$ cat config.mk
export PLATFORM = sky130hd
export DESIGN_NAME = sdcd_decoder
export DESIGN_NICKNAME = d
export VERILOG_FILES = /design/src/include/sdcd_pkg.sv /design/src/hdl/sdcd_decoder.sv
export SDC_FILE = /design/constraint.sdc
export NUM_CORES = 1
export LEC_CHECK = 0
export BUFFER_PORTS_ARGS = -buffer_cell sky130_fd_sc_hd__buf_2
export CAP_MARGIN = 20
export CELL_PAD_IN_SITES_DETAIL_PLACEMENT = 1
export CELL_PAD_IN_SITES_GLOBAL_PLACEMENT = 1
export CORE_ASPECT_RATIO = 0.6
export CORE_UTILIZATION = 40
export CTS_CLUSTER_SIZE = 8
export DETAILED_ROUTE_END_ITERATION = 7
export PLACE_DENSITY_LB_ADDON = 0.12
export SLEW_MARGIN = 15
export SYNTH_ARGS = -nofsm -noshare
export SYNTH_HDL_FRONTEND = slang
export SYNTH_SLANG_ARGS = --single-unit
$ cat constraint.sdc
create_clock -name CLK -period 1.92 [get_ports CLK]
set_clock_uncertainty 0.1 [all_clocks]
set_input_delay 0.192 -clock CLK [delete_from_list [all_inputs] [get_ports CLK]]
set_output_delay 0.192 -clock CLK [all_outputs]
set_load 0.02 [all_outputs]
$ cat src/include/sdcd_pkg.sv
// Constants, types and command codes for the DRAM command decoder.
// Assumes a single 40 MHz clock domain and a synchronous active-high reset.
// Summary of operation
// RULE_01: Commands are decoded only from the select, strobe and clock-enable levels taken at a rising edge.
// RULE_02: With clock enable high twice and select low, all strobes low is mode load and low-low-high is refresh.
// RULE_03: The refresh encoding with clock enable falling from high to low is self refresh entry instead.
// RULE_04: Precharge is row low, column high, write low; the auto precharge bit picks one bank or all banks.
// RULE_05: Write is row high, column low, write low, with the auto precharge bit requesting auto precharge.
// RULE_06: Read is the write encoding with write enable high, with the same auto precharge choice.
// RULE_07: Activate is row low, column high, write high; all strobes high is no-op; select high is deselect.
// RULE_08: Clock enable falling with deselect or no-op enters power-down; rising with either exits power-down or self refresh.
// RULE_09: The termination control input never changes how a command decodes.
// RULE_10: Termination is turned off while the device is in self refresh.
// RULE_11: The controller drives every don't-care input to a valid level.
// RULE_12: Bank bit 2 is used only when the density is 1 gigabit or more, and is ignored otherwise.
// RULE_13: Address bits above the column width are ignored for read and write column addresses.
// RULE_14: During mode load the bank lines pick which mode register takes the operation code.
// RULE_15: Self refresh exit does not wait for the clock; it follows the clock enable input directly. The code follows the synchronised clock enable instead.
// RULE_16: The controller limits power-down time to meet refresh, as none happens in power-down.
package sdcd_pkg;

    //--------------------------------------------------------------------
    // Widths
    //--------------------------------------------------------------------
    localparam int ADDR_W      = 14;
    localparam int BANK_W      = 3;
    localparam int COL_W       = 10;
    localparam int AP_BIT      = 10;
    localparam int BANK_HI_BIT = 2;

    //--------------------------------------------------------------------
    // Types
    //--------------------------------------------------------------------
    typedef enum logic [3:0] {
        SDCD_CMD_DESELECT,
        SDCD_CMD_NOP,
        SDCD_CMD_MODE_LOAD,
        SDCD_CMD_REFRESH,
        SDCD_CMD_SREF_ENTRY,
        SDCD_CMD_SREF_EXIT,
        SDCD_CMD_PRE_BANK,
        SDCD_CMD_PRE_ALL,
        SDCD_CMD_ACTIVATE,
        SDCD_CMD_WRITE,
        SDCD_CMD_READ,
        SDCD_CMD_PDN_ENTRY,
        SDCD_CMD_PDN_EXIT,
        SDCD_CMD_ILLEGAL
    } sdcd_cmd_t;

    typedef struct packed {
        logic              chip_sel_n;
        logic              row_strobe_n;
        logic              col_strobe_n;
        logic              write_en_n;
        logic              clk_en;
        logic [BANK_W-1:0] bank_select;
        logic [ADDR_W-1:0] address;
    } sdcd_pins_t;

    typedef struct packed {
        sdcd_cmd_t         cmd;
        logic              auto_precharge;
        logic [BANK_W-1:0] bank;
        logic [ADDR_W-1:0] addr;
    } sdcd_dec_t;

    localparam sdcd_pins_t PINS_IDLE = '{chip_sel_n: 1'b1, row_strobe_n: 1'b1,
        col_strobe_n: 1'b1, write_en_n: 1'b1, clk_en: 1'b0,
        bank_select: '0, address: '0};
    localparam sdcd_dec_t DEC_IDLE = '{cmd: SDCD_CMD_DESELECT,
        auto_precharge: 1'b0, bank: '0, addr: '0};

endpackage : sdcd_pkg

$ cat src/hdl/sdcd_decoder.sv
// Command decoder front end of the DRAM device.
// Assumes pins come from the controller outside this clock domain.
`timescale 1ns/10ps
module sdcd_decoder #(
    parameter bit DENSITY_1G_UP = 1'b1
) (
    input  wire logic                       CLK,
    input  wire logic                       SYS_RST,
    input  wire sdcd_pkg::sdcd_pins_t       PINS,
    input  wire logic                       ON_DIE_TERMINATION_CTL,
    output sdcd_pkg::sdcd_dec_t             DEC,
    output logic                            DEC_VALID,
    output logic                            IN_SELF_REFRESH,
    output logic                            IN_POWER_DOWN,
    output logic                            TERMINATION_EN
);
    import sdcd_pkg::*;

    //--------------------------------------------------------------------
    // Input synchronisers
    //--------------------------------------------------------------------
    sdcd_pins_t meta_ff, pins_ff, nxt_meta, nxt_pins;
    logic       odt_meta_ff, odt_ff, nxt_odt_meta, nxt_odt;
    logic       cke_prev_ff, nxt_cke_prev;

    always_comb begin
        nxt_meta         = PINS;
        nxt_pins         = meta_ff;
        nxt_odt_meta     = ON_DIE_TERMINATION_CTL;
        nxt_odt          = odt_meta_ff;
        nxt_cke_prev     = pins_ff.clk_en;
        if (SYS_RST) begin
            nxt_meta         = PINS_IDLE;
            nxt_pins         = PINS_IDLE;
            nxt_odt_meta     = 1'b0;
            nxt_odt          = 1'b0;
            nxt_cke_prev     = 1'b0;
        end
    end

    always_ff @(posedge CLK) begin
        meta_ff         <= nxt_meta;
        pins_ff         <= nxt_pins;
        odt_meta_ff     <= nxt_odt_meta;
        odt_ff          <= nxt_odt;
        cke_prev_ff     <= nxt_cke_prev;
    end

    //--------------------------------------------------------------------
    // Command decode
    //--------------------------------------------------------------------
    sdcd_dec_t         dec_ff, nxt_dec;
    logic              valid_ff, nxt_valid;
    logic              sref_ff, nxt_sref;
    logic              pdn_ff, nxt_pdn;
    logic              cke_now, cke_was, idle_cmd;
    logic [3:0]        strobes;
    logic [BANK_W-1:0] bank_eff;
    logic [ADDR_W-1:0] col_addr;

    always_comb begin
        cke_now  = pins_ff.clk_en;  // see RULE_01
        cke_was  = cke_prev_ff;
        strobes  = {pins_ff.chip_sel_n, pins_ff.row_strobe_n,
                    pins_ff.col_strobe_n, pins_ff.write_en_n};
        idle_cmd = pins_ff.chip_sel_n ||
                   (strobes[2:0] == 3'h7);
        bank_eff = pins_ff.bank_select;
        if (!DENSITY_1G_UP) begin
            bank_eff[BANK_HI_BIT] = 1'b0;  // see RULE_12
        end
        col_addr = '0;
        col_addr[COL_W-1:0] = pins_ff.address[COL_W-1:0];  // see RULE_13
        // The termination level never enters this decode; see RULE_09
        nxt_dec  = '{cmd: SDCD_CMD_ILLEGAL, auto_precharge: 1'b0,
                     bank: bank_eff, addr: pins_ff.address};
        nxt_sref = sref_ff;
        nxt_pdn  = pdn_ff;
        if (!cke_was && cke_now && idle_cmd) begin
            nxt_dec.cmd = (sref_ff || pdn_ff) ?
                          (sref_ff ? SDCD_CMD_SREF_EXIT : SDCD_CMD_PDN_EXIT) :
                          SDCD_CMD_PDN_EXIT;  // see RULE_08
            nxt_sref    = 1'b0;
            nxt_pdn     = 1'b0;
        end else if (cke_was && !cke_now) begin
            if (idle_cmd) begin
                nxt_dec.cmd = SDCD_CMD_PDN_ENTRY;  // see RULE_08
                nxt_pdn     = 1'b1;
            end else if (strobes == 4'h1) begin
                nxt_dec.cmd = SDCD_CMD_SREF_ENTRY;  // see RULE_03
                nxt_sref    = 1'b1;
            end
        end else if (cke_was && cke_now) begin
            if (pins_ff.chip_sel_n) begin
                nxt_dec.cmd = SDCD_CMD_DESELECT;  // see RULE_07
            end else begin
                unique case (strobes[2:0])
                    3'h0: begin
                        nxt_dec.cmd = SDCD_CMD_MODE_LOAD;  // see RULE_02
                        nxt_dec.bank = bank_eff;  // see RULE_14
                    end
                    3'h1: nxt_dec.cmd = SDCD_CMD_REFRESH;  // see RULE_02
                    3'h2: begin
                        nxt_dec.auto_precharge = pins_ff.address[AP_BIT];
                        nxt_dec.cmd = pins_ff.address[AP_BIT] ?
                                      SDCD_CMD_PRE_ALL : SDCD_CMD_PRE_BANK;  // see RULE_04
                        if (pins_ff.address[AP_BIT]) begin
                            nxt_dec.bank = '0;  // see RULE_04
                        end
                    end
                    3'h3: nxt_dec.cmd = SDCD_CMD_ACTIVATE;  // see RULE_07
                    3'h4: begin
                        nxt_dec.cmd = SDCD_CMD_WRITE;  // see RULE_05
                        nxt_dec.auto_precharge = pins_ff.address[AP_BIT];
                        nxt_dec.addr = col_addr;
                    end
                    3'h5: begin
                        nxt_dec.cmd = SDCD_CMD_READ;  // see RULE_06
                        nxt_dec.auto_precharge = pins_ff.address[AP_BIT];
                        nxt_dec.addr = col_addr;
                    end
                    3'h6: nxt_dec.cmd = SDCD_CMD_ILLEGAL;
                    3'h7: nxt_dec.cmd = SDCD_CMD_NOP;  // see RULE_07
                endcase
            end
        end else if (!cke_was && !cke_now) begin
            nxt_dec.cmd = SDCD_CMD_DESELECT;
        end
        nxt_valid = (nxt_dec.cmd != SDCD_CMD_DESELECT);
        if (SYS_RST) begin
            nxt_dec   = DEC_IDLE;
            nxt_valid = 1'b0;
            nxt_sref  = 1'b0;
            nxt_pdn   = 1'b0;
        end
    end

    always_ff @(posedge CLK) begin
        dec_ff   <= nxt_dec;
        valid_ff <= nxt_valid;
        sref_ff  <= nxt_sref;
        pdn_ff   <= nxt_pdn;
    end

    //--------------------------------------------------------------------
    // Outputs
    //--------------------------------------------------------------------
    logic term_ff, nxt_term;

    always_comb begin
        // Self refresh state clears one cycle after the synchronised clock enable rises; see RULE_15
        nxt_term = odt_ff && !sref_ff && !nxt_sref;  // see RULE_10
        if (SYS_RST) begin
            nxt_term = 1'b0;
        end
    end

    always_ff @(posedge CLK) begin
        term_ff <= nxt_term;
    end

    assign DEC             = dec_ff;
    assign DEC_VALID       = valid_ff;
    // Drops on the synchronised clock enable, a cycle ahead of the decode; see RULE_15
    assign IN_SELF_REFRESH = sref_ff && !pins_ff.clk_en;  // see RULE_15
    assign IN_POWER_DOWN   = pdn_ff;
    assign TERMINATION_EN  = term_ff;

endmodule : sdcd_decoder

==> qor.txt <==
cell type with the largest total area after synthesis: sky130_fd_sc_hd__dfxtp_1
busiest layer in global routing: met2
Leak: 1.27 nW
setup-violating endpoint count in the final report: 0
routed wire length: 4.22 mm
horizontal die dimension: 98.0 um
initial core utilization: 42.7%
DR vias/cell: 4.35
warning count from the yosys run: 0
startpoint of the most critical hold path: PINS[16]
IO buf count: 50
Post-DP HPWL: 2.55 mm
ranking of synthesized cells by area: sky130_fd_sc_hd__dfxtp_1 (66%), sky130_fd_sc_hd__nor2b_1 (14%), sky130_fd_sc_hd__or2_2 (2.3%), sky130_fd_sc_hd__and2_1 (2.0%), sky130_fd_sc_hd__o21ai_0 (1.6%)
violations in the final reports: DRC
number of remaining DRC errors: 5
average routed wire per standard cell: 12.4 um
most used flip-flop cell after synthesis: sky130_fd_sc_hd__dfxtp_1
number of placed I/O pins: 51
cell breakdown of the critical path: or4b_4 > nor3b_2 > a21oi_1 > a21oi_2
die outline height: 59.6 um
ratio of final minimum period to clock period: 84.2%
Buffers & Inverters on Critical Path: 0
GRT Residual Overflow: 0
Distinct cells, synth: 31
TritonCTS clock tree: built
# H-tree levels: 3
cell with the most instances after synthesis: sky130_fd_sc_hd__dfxtp_1
biggest cell delay along the critical path: 0.51 ns
Tot GR Track Use: 16.1%
buffers from clock root to sink, at most: 2
Critical Path Slowest Stage Cell: sky130_fd_sc_hd__or4b_4
Clock Tree Root: sky130_fd_sc_hd__clkbuf_8
power density over cell area: 1040 nW/um^2
remaining antenna violation count after routing: 0
total via count after detailed routing: 1,480
WS Path Type: reg -> reg
critical path data arrival time: 1.79 ns
quantity of gates resized following cts: 0
met1 GRT Util: 19.0%
Sum Neg Setup Slack: 0 ns
number of buffers inserted during clock tree synthesis: 9
Data required, critical path: 2.10 ns
met2 usage in global routing: 24.8%
count of final hold-check violations: 0
result of the run: finished, violations left
ranking of synthesized cells by instance count: sky130_fd_sc_hd__dfxtp_1 (73), sky130_fd_sc_hd__nor2b_1 (51), sky130_fd_sc_hd__clkbuf_1 (9)
total nets after synthesis: 221
first-pass GRT wire length: 6.78 mm
maximum fanout count along the critical path: 9
layout cells sized above 1: 29.2%
Max Freq: 618 MHz
final period demand of the worst path: 1.62 ns
proportion of register bits with asynchronous set or reset after synthesis: 0%
signed area change from the synthesized netlist to the final layout: 33.7%
max-capacitance violation count: 0
Setup crit start: pins_ff[18]
Clock transition at path regs: 0.07 ns
later-pin clock latency in the skew report: 0.34 ns
Post-Syn Instances: 196
Top Family by Delay on Critical Path: simple AND/OR/NAND/NOR gates
total placed instance area: 2520 um^2
worst voltage drop across the vdd grid: 450 uV
largest net degree at the start of global routing: 35
design area: 2960 um^2
number of global-route vias before repair: 1,458
Yosys top cell area share: 66.1%
average footprint of a synthesized cell: 11.3 um^2
number of fill cells: 587
RePlAce Congestion: 0.760
fraction of the yosys area taken by sequential cells: 66.1%
Relative slew margins: 57.7%
die outline area: 5840 um^2
r2r startpoint: pins_ff[18]
number of sinks on the clock net: 73
Max Slew Vio Count: 0
diode count: 0
initial detailed-routing violation count: 44
transition at the pin with the smallest max-transition slack: 0.635 ns
crit start category: flop
met3 usage in global routing: 8.96%
core box area: 5180 um^2
flops & latches, synth: 73
detailed-router iteration count before antenna repair: 8
unrepaired setup endpoints after global routing: no
HP Class: in -> reg
Post-CTS Setup Bufs: 0
standard-cell row count: 20
area of the mapped netlist: 2210 um^2
kind of end point of the critical path: flop
nets: 294
number of antenna violations at the first check in global routing: 0
EDFF count, synth: 0
==> where the power goes <==
| part | switching [mW] | internal, mW |
|---|---|---|
| clock | 0.547 | 0.765 |
| combinational | 0.0787 | 0.101 |
| sequential | 0.0240 | 1.57 |
==> worst register-to-register path: cells and delay by family, from the launching register on <==
family | cells | cell delay [ns]
AND/OR/NAND/NOR | 2 | 0.74
flip-flops | 1 | 0.48
AO/OA/AOI/OAI | 2 | 0.23
==> sequential cells by signal, indices dropped and copies added (netlist names) <==
name            flops
DEC                22
bank_eff            3
sref_ff             1
IN_POWER_DOWN       1
DEC_VALID           1
odt_meta_ff         1
pins_ff             8
cke_prev_ff         1
meta_ff            22
cke_now             1
TERMINATION_EN      1
odt_ff              1
col_addr           10
==> cell usage in the layout, fill, tap and decap left out, drive strengths merged, types with 2 or more instances in the layout <==
master	synthesis	routed
dfxtp	73	73
buf	3	52
nor2b	51	51
dlygate4sd3	0	22
clkbuf	9	11
or2	8	8
o21ai	7	7
and2	7	7
a21oi	7	7
nor2	5	5
nand3	3	3
clkinv	0	3
a31oi	2	2
nand3b	2	2
nand2b	2	2
nand2	2	2
bufinv	0	2
==> worst paths after layout <==
check           endpoint  slack [ns]  depth (start not counted)
max              sref_ff        0.30                          4
min          meta_ff[16]        0.03                          2
max reg2reg      sref_ff        0.30                          4
min reg2reg  pins_ff[19]        0.31                          1
==> repair_timing <==
| action | 4_1_cts | 5_1_grt |
|---|---|---|
| hold buffers | 22 | 0 |
| setup endpoints to repair | 0 | 0 |
| hold endpoints to repair | 22 | 0 |
==> metrics by stage <==
| stage | hold slack [ns] | power (mW) | utilization [%] | instances | worst slack (ns) |
|---|---|---|---|---|---|
| final | 0.0258 | 3.09 | 57.1 | 340 | 0.303 |
| after global routing | 0.00680 | 3.22 | 57.1 | 340 | 0.246 |
| after CTS | 0.0163 | 3.12 | 57.1 | 340 | 0.289 |
| after detailed placement | 0.277 | 1.78 | 48.6 | 302 | 0.313 |
| after global placement | 0.274 | 1.77 | 48.6 | 302 | 0.385 |
| after floorplan | 0.196 | 1.72 | - | 196 | 0.438 |
==> final cells by class <==
type	instances	area (um^2)	share of cell area [%]
flip-flops and latches	73	1460	49.4
multi-input cells	110	692	23.4
repair buffers	74	498	16.8
clock buffers	11	141	4.78
well taps	66	82.6	2.79
clock inverters	5	78.8	2.66
inverters	1	3.75	0.127
==> logic make-up (layout without fill, tap and decap cells) <==
kind of cell	count (synthesis)	count (layout)	share of synthesized area [%]
simple gates	87	87	24.6
flops	73	73	66.1
compound gates	22	22	6.17
buf+inv	13	91	2.66
mux	1	1	0.509
==> routing by layer <==
| metal | wire [um] | vias to the layer above |
|---|---|---|
| li1 | - | 773 |
| met2 | 1820 | 35 |
| met3 | 266 | 7 |
| met1 | 2080 | 665 |
| met5 | 0 | - |
| met4 | 57 | 0 |
(Power assumes the default switching activity.)
